<file path="src/shared/ctg_timer_regs.vh">
// Register map, field positions, reset values and timing constants of the
// cascaded gated timer. Assumes a 32-bit AXI4-Lite register bus.
`ifndef CTG_TIMER_REGS_VH
`define CTG_TIMER_REGS_VH

// ============================================================
// Register byte offsets
`define CTG_OFF_LO_CTL      8'h00
`define CTG_OFF_HI_CTL      8'h04
`define CTG_OFF_LO_CNT      8'h08
`define CTG_OFF_HI_CNT      8'h0c
`define CTG_OFF_LO_PER      8'h10
`define CTG_OFF_HI_PER      8'h14
`define CTG_OFF_IRQ_STAT    8'h18
`define CTG_OFF_IRQ_MASK    8'h1c

// ============================================================
// Control register fields
`define CTG_RUN_BIT         15
`define CTG_GATE_BIT        6
`define CTG_PS_HI           5
`define CTG_PS_LO           4
`define CTG_MODE32_BIT      3
`define CTG_CS_BIT          1
`define CTG_CTL_MASK        16'h807a

// ============================================================
// Interrupt status and mask field
`define CTG_MATCH_BIT       7

// ============================================================
// Reset values
`define CTG_RST_CTL         16'h0000
`define CTG_RST_CNT         16'h0000
`define CTG_RST_PER         16'hffff

// ============================================================
// Prescale terminal counts (ratio minus one)
`define CTG_PS_DIV1         8'h00
`define CTG_PS_DIV8         8'h07
`define CTG_PS_DIV64        8'h3f
`define CTG_PS_DIV256       8'hff

// ============================================================
// Bus answers
`define CTG_RESP_OKAY       2'b00
`define CTG_RESP_SLVERR     2'b10

`endif

</file>
<file path="src/verilog/ctg_timer.v">
// Cascaded 32-bit gated timer with AXI4-Lite register slave.
// Assumes one clock (core_clk, instruction-cycle rate), async active-low reset,
// a same-domain sleep level from the CPU, and an asynchronous gate pin.
//
// Chosen here: the placing of the registers and the AXI4-Lite register port.
`timescale 1ns/1ps
`default_nettype none
`include "ctg_timer_regs.vh"

module ctg_timer #(
    parameter ADDR_W = 8
) (
    input  wire              core_clk,
    input  wire              rst_b,
    input  wire              clk_en,
    input  wire              cpu_sleep,
    input  wire              gate_input_pin,
    input  wire [ADDR_W-1:0] s_axi_awaddr,
    input  wire              s_axi_awvalid,
    output reg               s_axi_awready,
    input  wire [31:0]       s_axi_wdata,
    input  wire [3:0]        s_axi_wstrb,
    input  wire              s_axi_wvalid,
    output reg               s_axi_wready,
    output reg  [1:0]        s_axi_bresp,
    output reg               s_axi_bvalid,
    input  wire              s_axi_bready,
    input  wire [ADDR_W-1:0] s_axi_araddr,
    input  wire              s_axi_arvalid,
    output reg               s_axi_arready,
    output reg  [31:0]       s_axi_rdata,
    output reg  [1:0]        s_axi_rresp,
    output reg               s_axi_rvalid,
    input  wire              s_axi_rready,
    output reg               irq,
    output reg               adc_trigger
);

// ============================================================
// Helpers
function hit;
    input [ADDR_W-1:0] addr;
    input [7:0]        off;
    begin
        hit = (addr[7:2] == off[7:2]);
    end
endfunction

function [15:0] merge16;
    input [15:0] old;
    input [31:0] data;
    input [3:0]  strb;
    begin
        merge16[7:0]  = strb[0] ? data[7:0]  : old[7:0];
        merge16[15:8] = strb[1] ? data[15:8] : old[15:8];
    end
endfunction

function [7:0] ps_term;
    input [1:0] sel;
    begin
        case (sel)
            2'b00:   ps_term = `CTG_PS_DIV1;
            2'b01:   ps_term = `CTG_PS_DIV8;
            2'b10:   ps_term = `CTG_PS_DIV64;
            default: ps_term = `CTG_PS_DIV256;
        endcase
    end
endfunction

// ============================================================
// Registers
reg [15:0] low_timer_control_q;
reg [15:0] high_timer_control_q;
reg [15:0] low_count_word_q;
reg [15:0] high_count_word_q;
reg [15:0] low_period_word_q;
reg [15:0] high_period_word_q;
reg        period_match_flag_q;
reg        period_match_irq_enable_q;
reg        gate_s1_q;
reg        gate_s2_q;
reg        gate_s3_q;

// ============================================================
// Bus write and read strobes
wire wr_fire = s_axi_awvalid & s_axi_awready & s_axi_wvalid & s_axi_wready;
wire rd_fire = s_axi_arvalid & s_axi_arready;

wire wr_lo_ctl = wr_fire & hit(s_axi_awaddr, `CTG_OFF_LO_CTL);
wire wr_hi_ctl = wr_fire & hit(s_axi_awaddr, `CTG_OFF_HI_CTL);
wire wr_lo_cnt = wr_fire & hit(s_axi_awaddr, `CTG_OFF_LO_CNT);
wire wr_hi_cnt = wr_fire & hit(s_axi_awaddr, `CTG_OFF_HI_CNT);
wire wr_lo_per = wr_fire & hit(s_axi_awaddr, `CTG_OFF_LO_PER);
wire wr_hi_per = wr_fire & hit(s_axi_awaddr, `CTG_OFF_HI_PER);
wire wr_stat   = wr_fire & hit(s_axi_awaddr, `CTG_OFF_IRQ_STAT);
wire wr_mask   = wr_fire & hit(s_axi_awaddr, `CTG_OFF_IRQ_MASK);
wire wr_known  = wr_lo_ctl | wr_hi_ctl | wr_lo_cnt | wr_hi_cnt |
                 wr_lo_per | wr_hi_per | wr_stat | wr_mask;

// ============================================================
// Timer control decode
wire mode32  = low_timer_control_q[`CTG_MODE32_BIT];
wire run_lo  = low_timer_control_q[`CTG_RUN_BIT];
wire run_hi  = high_timer_control_q[`CTG_RUN_BIT];
wire cs_lo   = low_timer_control_q[`CTG_CS_BIT];
wire gate_en = low_timer_control_q[`CTG_GATE_BIT];
wire awake   = ~cpu_sleep;

wire gate_rise = gate_s2_q & ~gate_s3_q;
wire gate_fall = ~gate_s2_q & gate_s3_q;

// Gating only with internal clock and the timer running
wire gated_mode = run_lo & ~cs_lo & gate_en;
wire src_lo = awake & run_lo &
              (cs_lo ? gate_rise : (~gate_en | gate_s2_q));
// High word only counts on its own in 16-bit mode, internal clock only
wire src_hi = awake & run_hi & ~mode32;

wire cnt_wr = wr_lo_cnt | wr_hi_cnt;
wire ctl_wr = wr_lo_ctl | wr_hi_ctl;

wire [1:0] src    = {src_hi, src_lo};
wire [1:0] run    = {run_hi, run_lo};
wire [3:0] ps_sel = {high_timer_control_q[`CTG_PS_HI:`CTG_PS_LO],
                     low_timer_control_q[`CTG_PS_HI:`CTG_PS_LO]};
wire [1:0] tick;

// ============================================================
// Prescalers, one per timer
genvar gi;
generate
    for (gi = 0; gi < 2; gi = gi + 1) begin : g_pre
        reg  [7:0] pre_q;
        wire [7:0] term = ps_term(ps_sel[2*gi+1:2*gi]);
        // A stopped prescaler has no clock, so writes cannot clear it
        wire       clr  = (cnt_wr | ctl_wr) & run[gi];
        assign tick[gi] = src[gi] & (pre_q == term);
        always @(posedge core_clk or negedge rst_b) begin
            if (!rst_b) begin
                pre_q <= 8'h00;
            end else if (clk_en) begin
                if (clr) begin
                    pre_q <= 8'h00;
                end else if (tick[gi]) begin
                    pre_q <= 8'h00;
                end else if (src[gi]) begin
                    pre_q <= pre_q + 8'h01;
                end
            end
        end
    end
endgenerate

// ============================================================
// Count next state
reg [31:0] cnt_d;
reg        match_32;
reg        match_hi;
reg        match_lo;

wire [31:0] cnt32 = {high_count_word_q, low_count_word_q};
wire [31:0] per32 = {high_period_word_q, low_period_word_q};

always @* begin
    cnt_d    = cnt32;
    match_32 = 1'b0;
    match_hi = 1'b0;
    match_lo = 1'b0;
    if (mode32) begin
        if (tick[0]) begin
            if (cnt32 == per32) begin
                cnt_d    = 32'h0000_0000;
                match_32 = 1'b1;
            end else begin
                cnt_d = cnt32 + 32'h0000_0001;
            end
        end
    end else begin
        if (tick[0]) begin
            if (low_count_word_q == low_period_word_q) begin
                cnt_d[15:0] = 16'h0000;
                match_lo    = 1'b1;
            end else begin
                cnt_d[15:0] = low_count_word_q + 16'h0001;
            end
        end
        if (tick[1]) begin
            if (high_count_word_q == high_period_word_q) begin
                cnt_d[31:16] = 16'h0000;
                match_hi     = 1'b1;
            end else begin
                cnt_d[31:16] = high_count_word_q + 16'h0001;
            end
        end
    end
    // Software count writes win over a same-cycle increment
    if (wr_lo_cnt) begin
        cnt_d[15:0] = merge16(low_count_word_q, s_axi_wdata, s_axi_wstrb);
    end
    if (wr_hi_cnt) begin
        cnt_d[31:16] = merge16(high_count_word_q, s_axi_wdata, s_axi_wstrb);
    end
end

wire fall_evt  = mode32 & gated_mode & awake & gate_fall;
wire match_evt = match_32 | match_hi;

// ============================================================
// Timer, gate and interrupt state
always @(posedge core_clk or negedge rst_b) begin
    if (!rst_b) begin
        low_timer_control_q       <= `CTG_RST_CTL;
        high_timer_control_q      <= `CTG_RST_CTL;
        low_count_word_q          <= `CTG_RST_CNT;
        high_count_word_q         <= `CTG_RST_CNT;
        low_period_word_q         <= `CTG_RST_PER;
        high_period_word_q        <= `CTG_RST_PER;
        period_match_flag_q       <= 1'b0;
        period_match_irq_enable_q <= 1'b0;
        gate_s1_q                 <= 1'b0;
        gate_s2_q                 <= 1'b0;
        gate_s3_q                 <= 1'b0;
        irq                       <= 1'b0;
        adc_trigger               <= 1'b0;
    end else if (clk_en) begin
        gate_s1_q <= gate_input_pin;
        gate_s2_q <= gate_s1_q;
        gate_s3_q <= gate_s2_q;
        // Control writes do not touch the count
        if (wr_lo_ctl) begin
            low_timer_control_q <= merge16(low_timer_control_q, s_axi_wdata,
                                           s_axi_wstrb) & `CTG_CTL_MASK;
        end
        if (wr_hi_ctl) begin
            high_timer_control_q <= merge16(high_timer_control_q, s_axi_wdata,
                                            s_axi_wstrb) & `CTG_CTL_MASK;
        end
        if (wr_lo_per) begin
            low_period_word_q <= merge16(low_period_word_q, s_axi_wdata, s_axi_wstrb);
        end
        if (wr_hi_per) begin
            high_period_word_q <= merge16(high_period_word_q, s_axi_wdata, s_axi_wstrb);
        end
        low_count_word_q  <= cnt_d[15:0];
        high_count_word_q <= cnt_d[31:16];
        // Set wins over a same-cycle write-one clear
        if (match_evt | fall_evt) begin
            period_match_flag_q <= 1'b1;
        end else if (wr_stat & s_axi_wstrb[0] & s_axi_wdata[`CTG_MATCH_BIT]) begin
            period_match_flag_q <= 1'b0;
        end
        if (wr_mask & s_axi_wstrb[0]) begin
            period_match_irq_enable_q <= s_axi_wdata[`CTG_MATCH_BIT];
        end
        irq         <= period_match_flag_q & period_match_irq_enable_q;
        adc_trigger <= match_evt;
    end
end

// ============================================================
// Read mux
reg [31:0] rd_d;
reg        rd_ok;

always @* begin
    rd_d  = 32'h0000_0000;
    rd_ok = 1'b1;
    if (hit(s_axi_araddr, `CTG_OFF_LO_CTL)) begin
        rd_d[15:0] = low_timer_control_q;
    end else if (hit(s_axi_araddr, `CTG_OFF_HI_CTL)) begin
        rd_d[15:0] = high_timer_control_q;
    end else if (hit(s_axi_araddr, `CTG_OFF_LO_CNT)) begin
        rd_d[15:0] = low_count_word_q;
    end else if (hit(s_axi_araddr, `CTG_OFF_HI_CNT)) begin
        rd_d[15:0] = high_count_word_q;
    end else if (hit(s_axi_araddr, `CTG_OFF_LO_PER)) begin
        rd_d[15:0] = low_period_word_q;
    end else if (hit(s_axi_araddr, `CTG_OFF_HI_PER)) begin
        rd_d[15:0] = high_period_word_q;
    end else if (hit(s_axi_araddr, `CTG_OFF_IRQ_STAT)) begin
        rd_d[`CTG_MATCH_BIT] = period_match_flag_q;
    end else if (hit(s_axi_araddr, `CTG_OFF_IRQ_MASK)) begin
        rd_d[`CTG_MATCH_BIT] = period_match_irq_enable_q;
    end else begin
        rd_ok = 1'b0;
    end
end

// ============================================================
// AXI4-Lite handshakes
// Address and data are taken together; this costs a cycle but needs no holding regs
always @(posedge core_clk or negedge rst_b) begin
    if (!rst_b) begin
        s_axi_awready <= 1'b0;
        s_axi_wready  <= 1'b0;
        s_axi_bvalid  <= 1'b0;
        s_axi_bresp   <= `CTG_RESP_OKAY;
        s_axi_arready <= 1'b0;
        s_axi_rvalid  <= 1'b0;
        s_axi_rdata   <= 32'h0000_0000;
        s_axi_rresp   <= `CTG_RESP_OKAY;
    end else if (clk_en) begin
        s_axi_awready <= s_axi_awvalid & s_axi_wvalid & ~s_axi_awready & ~s_axi_bvalid;
        s_axi_wready  <= s_axi_awvalid & s_axi_wvalid & ~s_axi_awready & ~s_axi_bvalid;
        if (wr_fire) begin
            s_axi_bvalid <= 1'b1;
            s_axi_bresp  <= wr_known ? `CTG_RESP_OKAY : `CTG_RESP_SLVERR;
        end else if (s_axi_bready) begin
            s_axi_bvalid <= 1'b0;
        end
        s_axi_arready <= s_axi_arvalid & ~s_axi_arready & ~s_axi_rvalid;
        if (rd_fire) begin
            s_axi_rvalid <= 1'b1;
            s_axi_rdata  <= rd_d;
            s_axi_rresp  <= rd_ok ? `CTG_RESP_OKAY : `CTG_RESP_SLVERR;
        end else if (s_axi_rready) begin
            s_axi_rvalid <= 1'b0;
        end
    end
end

endmodule // ctg_timer
`default_nettype wire
</file>
<file path="config.mk">
export PLATFORM = sky130hd
export DESIGN_NAME = ctg_timer
export DESIGN_NICKNAME = d
export VERILOG_FILES = /design/src/verilog/ctg_timer.v
export VERILOG_INCLUDE_DIRS = /design/src /design/src/shared
export SDC_FILE = /design/constraint.sdc
export NUM_CORES = 1
export LEC_CHECK = 0
export ABC_AREA = 1
export BUFFER_PORTS_ARGS = -buffer_cell sky130_fd_sc_hd__buf_2
export CAP_MARGIN = 15
export CORE_MARGIN = 3
export CORE_UTILIZATION = 44
export CTS_BUF_LIST = sky130_fd_sc_hd__clkbuf_4
export DETAILED_ROUTE_END_ITERATION = 8
export MAX_ROUTING_LAYER = met4
export RECOVER_POWER = 100
export SLEW_MARGIN = 25
export SYNTH_ARGS = -nofsm -noshare
export SYNTH_HDL_FRONTEND = slang
export SYNTH_SLANG_ARGS = --single-unit
</file>
<file path="constraint.sdc">
create_clock -name core_clk -period 3.1 [get_ports core_clk]
set_input_delay 0.465 -clock core_clk [delete_from_list [all_inputs] [get_ports core_clk]]
set_output_delay 0.465 -clock core_clk [all_outputs]
set_load 0.02 [all_outputs]
</file>
# --- After elaboration in Yosys (flattened, before gate mapping) ---
# Cells that the tools add are included.
classes:
  n_addsub: 5
  n_eq_ne: 28
  muxes: 52
  n_bitwise: 58
  n_reduce_logical: 31
ops:
  columns: ["op", "n"]
  rows:
  - ["16-bit two-way mux", 11]
  - ["32-bit two-way mux", 3]
  - ["8-bit two-way mux", 9]
  - ["6-bit by 3-bit == test with 1-bit output (second input constant)", 8]
  - ["8-bit case mux with 3 select lines", 2]
  - ["1-bit bitwise AND", 36]
  - ["16-bit by 1-bit adder with 16-bit output (second input constant)", 2]
  - ["32-bit by 1-bit adder with 32-bit output (second input constant)", 1]
  - ["16-bit == test", 2]
  - ["32-bit == test", 1]
  - ["3-bit AND reduction", 10]
  - ["6-bit by 2-bit == test with 1-bit output (second input constant)", 4]
  - ["1-bit two-way mux", 24]
  - ["8-bit by 1-bit adder with 8-bit output (second input constant)", 2]
  - ["8-bit == test", 2]
  - ["2-bit AND reduction", 8]
  - ["6-bit by 1-bit == test with 1-bit output (second input constant)", 2]
  - ["6-bit logical NOT", 2]
  - ["1-bit OR", 12]
  - ["1-bit inverter", 10]
  - ["3-bit nonzero test", 3]
  - ["2-bit != test (second input constant)", 4]
  - ["4-bit AND reduction", 2]
  - ["2-bit nonzero test", 4]
  - ["6 further kinds", 10]
totals:
  register_bits: 123
  in_bits: 62
  out_inout_bits: 43
  wordCells: 202

# --- Logic depth before layout (Yosys ltp) ---
# Gate-level depths: netlist of the first run.
logic_depth:
  depth_word: 12
  mapped_depth: 15
  mapped_depth_nobuf: 14

# --- Least setup slack after synthesis of the first run ---
# No wires, ideal clock.
synth_path:
  path_kind: "reg2reg"
  startpoint: "reg s_axi_wready"
  endpoint: "reg g_pre[0].pre_q[0]"
  setup_ps: 118
  arrival_time_ps: 1623
  required_ps: 2982
  slack_ps: 1359
  stages_incl_launch_ff: 11
  n_path_buf: 1
  period_less_slack_ps: 1741
  cell_sequence: "dfrtp_1 > inv_2 > nor2_4 > nand4_4 > nand2_1 > nor2_4 > nor2_4 > o21ai_4 > buf_6 > nand2_1 > o21ai_2"
synth_via:
  elab_chain_len: 9
  word_cells_on_any_way: 14
  classes_between: "mux (1); bitwise (11); reduce/logical (2)"
synth_rtl:
  columns: ["element", "line", "rtl"]
  rows:
  - ["start, declared", "ctg_timer.v:24", "output reg s_axi_wready,"]
  - ["start signal, assigned", "ctg_timer.v:305", "s_axi_wready <= s_axi_awvalid & s_axi_wvalid & ~s_axi_awready & ~s_axi_bvalid;"]
  - ["1-bit bitwise AND (2 in a row)", null, null]
  - ["1-bit bitwise AND (*)", "ctg_timer.v:87", "wire wr_fire = s_axi_awvalid & s_axi_awready & s_axi_wvalid & s_axi_wready;"]
  - ["1-bit bitwise AND, on equally long branches", null, null]
  - ["1-bit OR, on equally long branches", "ctg_timer.v:120, ctg_timer.v:121", null]
  - ["1-bit OR (*)", "ctg_timer.v:137", "wire clr = (cnt_wr | ctl_wr) & run[gi];"]
  - ["1-bit bitwise AND (*)", "ctg_timer.v:137", null]
  - ["3-bit nonzero test (no source line)", null, null]
  - ["2-bit AND reduction (no source line)", null, null]
  - ["end signal, assigned", "ctg_timer.v:148", "pre_q <= pre_q + 8'h01;"]
  - ["end, declared", "ctg_timer.v:134", "reg [7:0] pre_q;"]
# Every way passes the cells marked *; elsewhere a longest branch is shown, timed or not.
# A chain may end at the register's enable or synchronous reset.

# --- Worst setup path in the final report of the first run ---
layout_path:
  startpoint: "reg s_axi_wready"
  endpoint: "reg high_count_word_q[10]"
layout_via:
  elab_chain_len: 6
  word_cells_on_any_way: 9
  classes_between: "eq/ne (2); mux (1); bitwise (4); reduce/logical (2)"
layout_rtl:
  columns: ["element", "line", "rtl"]
  rows:
  - ["1-bit bitwise AND (2 in a row)", null, null]
  - ["1-bit bitwise AND (*)", "ctg_timer.v:87", null]
  - ["1-bit bitwise AND (*)", "ctg_timer.v:93", "wire wr_hi_cnt = wr_fire & hit(s_axi_awaddr, `CTG_OFF_HI_CNT);"]
  - ["3-bit by 1-bit != test with 1-bit output (no source line), or another cell as far along", null, null]
  - ["4-bit AND reduction (no source line)", null, null]
  - ["end signal, assigned", "ctg_timer.v:216", "high_count_word_q <= `CTG_RST_CNT;"]
  - ["end signal, assigned", "ctg_timer.v:246", "high_count_word_q <= cnt_d[31:16];"]
  - ["end, declared", "ctg_timer.v:76", "reg [15:0] high_count_word_q;"]
# Marked as above.

==> impl_metrics.ini, run 1 <==
[critical_path]
critPathBufInv = 2
cp_top_family = simple AND/OR/NAND/NOR gates
path_depth = 9
critPathKind = flip-flop to flip-flop
arrival_ns = 3.10
critPathCaptureType = flip-flop
r2r_cells = 9
worstPathCellList = inv_1 -> nor2_1 -> nand3_4 -> clkinv_4 -> nor2_4 -> a21oi_2 -> nand2_1 -> nor2_1 -> a21oi_1
crit_path_max_fanout = 18
crit_required_ns = 3.55
crit_path_top_delay_cell = nor2_1
startpoint_type = flip-flop
slowest_delay_ns = 0.63
critPathMostFrequentCell = nor2_1

[sta]
holdWs_ns = 0.1047
rsz0062_at_grt = no
worstMarginPinSlew_ns = 1.296
relSlewSlack_pct = 13.61
fin_crit_sh_pct = 85.31
finalClockSkew_ns = 0.02424
setup_tns_ns = 0
setup_viol = 0
slew_violations = 0
finalCriticalPeriod_ns = 2.645
hold_violations = 0
fmax_mhz = 378.1

[run]
drv_cap = 0

[grt]
grt_pass1_vias = 8202
grt_max_degree = 51
grt-ovfl-total = 0
grt_pass1_wl_um = 46440
grtUsageTotal_pct = 27.59
antenna_found_initial = 1

[placed_design]
io_buffer_count = 64
place_area_um2 = 9648
place.gp.congestion = 0.9750
hpwlAfterDp_um = 22840

[yosys]
yosysWarningCount = 0
ys_ff_latch = 121
syn-instance-count = 1413
ys_top_cells_by_area = dfrtp_1 (24%), nand2_1 (19%), dfstp_2 (9.2%), nor2_1 (7.6%), inv_1 (6.2%)
synth_cell_types = 49
avgSynthCellArea_um2 = 6.484
synth_top_area_share_pct = 24.31
yosysTopAreaCell = dfrtp_1
seq_area_frac_synth_pct = 33.49
syn_area_um2 = 9161

[clocking]
numCtsBuffers = 17
clock_latency_ns = 0.56
cts_tree = built
cts_max_path_buffers = 2
clock-sinks = 121
clk_pin_slew_ns = 0.12
cts_max_level = 4
cts-root-buf = clkbuf_4

[routing]
vias = 9215
antenna_left = 0
wire_per_inst_um = 17.11
drt_iter0_markers = 925
drt_first_pass_iters = 7
wl_um = 30000
drc = 0
vias_per_cell = 5.257

[power_and_ir_drop]
power.density_nw_per_um2 = 395.2
p_leak_nw = 4.761
peakVddDrop_v = 0.0002048

[floorplan]
start_util_pct = 44.99
ios = 105
coreArea_um2 = 20360
num_rows = 52
die_y_um = 150.3
die_area_um2 = 22590
dieWidth_um = 150.3

[min_path]
hp-class = input pin to flip-flop
whs_path_depth = 3

[layout]
design_area_um2 = 9907
nets = 1534
drive_gt1_share_pct = 10.47
syn2layout_area_growth_pct = 8.140

[outcome]
status = completed
## power breakdown
part	switching [mW]	leakage (nW)	internal, mW	total (mW)
registers	0.128	1.54	1.66	1.79
logic	0.513	3.05	0.227	0.740
clock network	0.668	0.175	0.720	1.39
total	1.31	4.76	2.61	3.91
## registers in the layout, indices dropped and copies added (netlist names), 6 cells and up
| name | flops |
|---|---|
| high_timer_control_q | 6 |
| low_period_word_q | 16 |
| g_pre.pre_q | 16 |
| high_period_word_q | 16 |
| high_count_word_q | 16 |
| low_timer_control_q | 6 |
| low_count_word_q | 16 |
| s_axi_rdata | 16 |
## layout make-up
type                    instances  area, µm²
fillers                      2190      10460
multi-input cells            1083       5111
flip-flops and latches        121       3068
inverters                     162      613.1
repair buffers                 83      432.9
well taps                     270      337.8
clock inverters                14      203.9
clock buffers                  18      135.1
diodes                          2      5.005
## worst register-to-register path, stage by stage, from the launching register on
cell	delay [ns]
dfrtp_1	0.41
inv_1	0.07
nor2_1	0.63
nand3_4	0.21
clkinv_4	0.23
nor2_4	0.15
a21oi_2	0.26
nand2_1	0.32
nor2_1	0.19
a21oi_1	0.08
## path summary, 6_finish.rpt
| path | from | endpoint | slack, ns |
|---|---|---|---|
| worst max-delay path | s_axi_wready | high_count_word_q[10] | 0.46 |
| worst min-delay path | gate_input_pin | gate_s1_q | 0.10 |
| worst max register to register | s_axi_wready | high_count_word_q[10] | 0.46 |
| worst min register to register | s_axi_rdata[2] | s_axi_rdata[2] | 0.49 |
| max in group asynchronous | rst_b | low_period_word_q[8] | 1.32 |
| min in group asynchronous | rst_b | g_pre[1].pre_q[4] | 0.71 |
## layer usage
metal  global-route usage, %  vias to the layer above  share of wire (%)
met1                   40.97                     4300                 48
met5                       -                        -                  0
li1                        -                     4562                  -
met2                   39.63                      329                 43
met4                   4.575                        0               0.86
met3                   5.298                       24                8.1
## cell usage after synthesis (all sizes together)
master	instances
dfrtp	89
a31oi	1
nor3	6
clkinv	4
buf	46
o221ai	3
nor4	1
nand4	35
nor2	204
o21a	1
inv	158
conb	1
a21oi	39
clkbuf	18
o311ai	4
ha	4
and2	1
nand2	469
or2	5
a221oi	2
o2111ai	1
o211ai	2
dfstp	32
a22oi	5
o22ai	16
o21ai	115
nand3	90
xor2	36
nand3b	6
o31ai	4
xnor2	15
## timing repair
item / CTS / global route
setup buffers: 0 / 0
endpoints found under the hold margin: 42 / 0
gates resized for setup: 0 / 0
hold buffers: 1 / 0
## stage by stage
| step | worst slack [ns] | util (%) | power (mW) | instances |
|---|---|---|---|---|
| after floorplan | 1.359 | - | 2.282 | 1430 |
| after global placement | 0.7291 | 47.38 | 2.547 | 1718 |
| after detailed placement | 0.7629 | 47.38 | 2.556 | 1718 |
| after CTS | 0.7057 | 49.09 | 3.952 | 1751 |
| after global routing | 0.2187 | 48.65 | 4.116 | 1753 |
| final | 0.4553 | 48.65 | 3.915 | 1753 |
## cells in the final DEF, fill, tap and decap left out, types with 3 or more instances in the layout
cell type  instances
clkbuf_1          30
inv_1            153
o21ai_1            7
ha_1               4
clkinv_1           6
nor2_1           188
nand2_2            7
nand3b_1           6
a21oi_1           37
buf_4             14
xor2_1            36
nor3_1             6
or2_2              3
a22oi_1            5
buf_2             36
nor2_4             7
clkbuf_4          18
nand4_1           34
o21ai_0          105
inv_2              5
o221ai_1           3
dfstp_2           32
nand2_1          461
clkinv_4           3
conb_1            18
bufinv_16          5
dfrtp_1           89
nand3_1           87
o22ai_1           16
xnor2_1           15
o31ai_1            4
nor2_2             8
o311ai_0           4
## logic make-up (layout without fill, tap and decap cells)
kind of cell	after synthesis	after routing	synth area share, %
xor gates and xnor gates	51	51	4.876
DFF	121	121	33.49
AOI/OAI and AO/OA	193	193	11.96
adders and majority gates	4	4	0.5463
other	1	20	0.04093
and+or+nand+nor	817	817	38.19
buffers and inverters	226	277	10.90
(Power assumes the default switching activity.)
==> inputs of run 2 (changes only) <==
- PLACE_DENSITY: not set -> 0.74
==> run 2 against run 1 <==
Compared with the run above:
- largest cell class unchanged
- clock skew fell by 0.0027 ns
- hold slack got worse by 0.014 ns
- register-to-register slack improved by 0.095 ns
- critical path depth rose by 2
- global-route usage fell by 1.1 points
- die area did not move
- design area fell by 1.3%
- via count rose by 1.1%
==> impl_metrics.ini, run 2 (synthesis gave the netlist of run 1 again) <==
[outcome]
status = completed

[routing]
vias_per_cell = 5.331
antenna_left = 0
wire_per_inst_um = 16.27
drt_first_pass_iters = 5
wl_um = 28440
drt_iter0_markers = 749
drc = 0
vias = 9319

[layout]
design_area_um2 = 9778
drive_gt1_share_pct = 10.36
layout_common_cells = nand2_1 (457), nor2_1 (189), inv_1 (153)
nets = 1531
syn2layout_area_growth_pct = 6.733
fillers = 2132
layout_commonest_cell = nand2_1

[power_and_ir_drop]
p_leak_nw = 4.705
peakVddDrop_v = 0.0002049
power.density_nw_per_um2 = 369.4
p_total_mw = 3.612

[floorplan]
start_util_pct = 44.99
die_y_um = 150.3
coreArea_um2 = 20360
num_rows = 52
dieWidth_um = 150.3
die_area_um2 = 22590
ios = 105

[sta]
setup_tns_ns = 0
finalCriticalPeriod_ns = 2.549
worstMarginPinSlew_ns = 1.200
setup_viol = 0
slew_violations = 0
fmax_mhz = 392.3
fin_crit_sh_pct = 82.24
hold_violations = 0
finalClockSkew_ns = 0.02153
relSlewSlack_pct = 19.97
rsz0062_at_grt = no

[clocking]
cts_max_path_buffers = 2
cts_tree = built
numCtsBuffers = 17
clock_latency_ns = 0.57
cts-root-buf = clkbuf_4
cts_setup_buffers = 0
cts_resized = 0
holdBufCountCts = 1
cts_max_level = 4
clk_pin_slew_ns = 0.12
clock-sinks = 121

[placed_design]
io_buffer_count = 64
hpwlAfterDp_um = 21980
place_area_um2 = 9613
place.gp.congestion = 0.9788

[min_path]
hp-class = input pin to flip-flop

[critical_path]
r2r_end = g_pre[0].pre_q[4]
critPathKind = flip-flop to flip-flop
critPathCaptureType = flip-flop
worstPathCellList = inv_1 -> nor2_4 -> nand4_4 -> buf_4 -> nand2_1 -> nor2_4 -> nor2_1 -> o21ai_1 -> inv_1 -> nand2_1 -> nand2_1
crit_path_top_delay_cell = o21ai_1
r2r_cells = 11
endpoint = g_pre[0].pre_q[4]
arrival_ns = 3.02
slowest_delay_ns = 0.71
crit_required_ns = 3.57
r2r_setup_slack_ns = 0.55
crit_path_max_fanout = 19
startpoint_type = flip-flop
reg2reg_from = s_axi_wready
critPathMostFrequentCell = nand2_1
crit_path_start = s_axi_wready

[grt]
grt_max_degree = 45
grtUsageTotal_pct = 26.46
grt-ovfl-total = 0
antenna_found_initial = 1
grt_pass1_wl_um = 45130
grt_pass1_vias = 8476

[run]
drv_cap = 0
[run 2: changes by cell type in the layout (fill, tap and decap cells not counted), moves of 2 or more]
cell and change:
buf_4 -6, o21ai_0 +5, o21ai_1 -4, clkinv_1 -2, nand2_1 -4, bufinv_16 -3, clkbuf_1 +3, nand2_2 +3
clkinv_2 +4
[run 2: cell type report]
cell class                      instances  area (µm²)  share of cell area (%)
Multi-Input combinational cell       1083        5111                   52.27
Timing Repair Buffer                   80       384.1                   3.928
Sequential cell                       121        3068                   31.38
Antenna cell                            1       2.502                 0.02559
Clock buffer                           17       127.6                   1.305
Tap cell                              270       337.8                   3.455
Clock inverter                         14       133.9                   1.369
Inverter                              162       613.1                   6.270
[run 2: per-layer routing]
| metal | vias to the layer above | GRT usage, % | part of all wire [%] |
|---|---|---|---|
| li1 | 4573 | - | - |
| met4 | 0 | 8.280 | 2.3 |
| met1 | 4277 | 37.03 | 45 |
| met2 | 409 | 39.83 | 45 |
| met5 | - | - | 0 |
| met3 | 60 | 3.793 | 8.4 |
[run 2: worst min-delay path by stage]
stage                         from        endpoint  cells after the start
floorplan                    rst_b     adc_trigger                      0
global placement    s_axi_rresp[1]  s_axi_rresp[1]                      2
detailed placement       gate_s1_q       gate_s1_q                      2
CTS                 gate_input_pin       gate_s1_q                      3
global route        gate_input_pin       gate_s1_q                      3
finish              gate_input_pin       gate_s1_q                      3
[run 2: critical path, delay by kind of cell (launching register included)]
family / cells / cell delay (ns)
flip-flops: 1 / 0.42
AND/OR/NAND/NOR: 7 / 0.73
buffers and inverters: 3 / 0.58
AO/OA/AOI/OAI: 1 / 0.71
[run 2: per-stage QoR]
stage | std cells | setup WS (ns) | utilization (%) | hold WS (ns)
5_1_grt | 1748 | 0.3102 | 48.02 | 0.07933
6_report | 1748 | 0.5507 | 48.02 | 0.09027
2_1_floorplan | 1430 | 1.359 | - | 0.1694
3_5_place_dp | 1715 | 0.6988 | 47.20 | 0.4598
4_1_cts | 1747 | 0.6938 | 48.54 | 0.06052
3_3_place_gp | 1715 | 0.7156 | 47.20 | 0.4574
[run 2: power by group]
group / leakage [nW] / internal [mW] / total [mW] / switching [mW]
Clock: 0.140 / 0.462 / 1.11 / 0.651
Combinational: 3.03 / 0.219 / 0.718 / 0.499
Sequential: 1.54 / 1.66 / 1.78 / 0.122
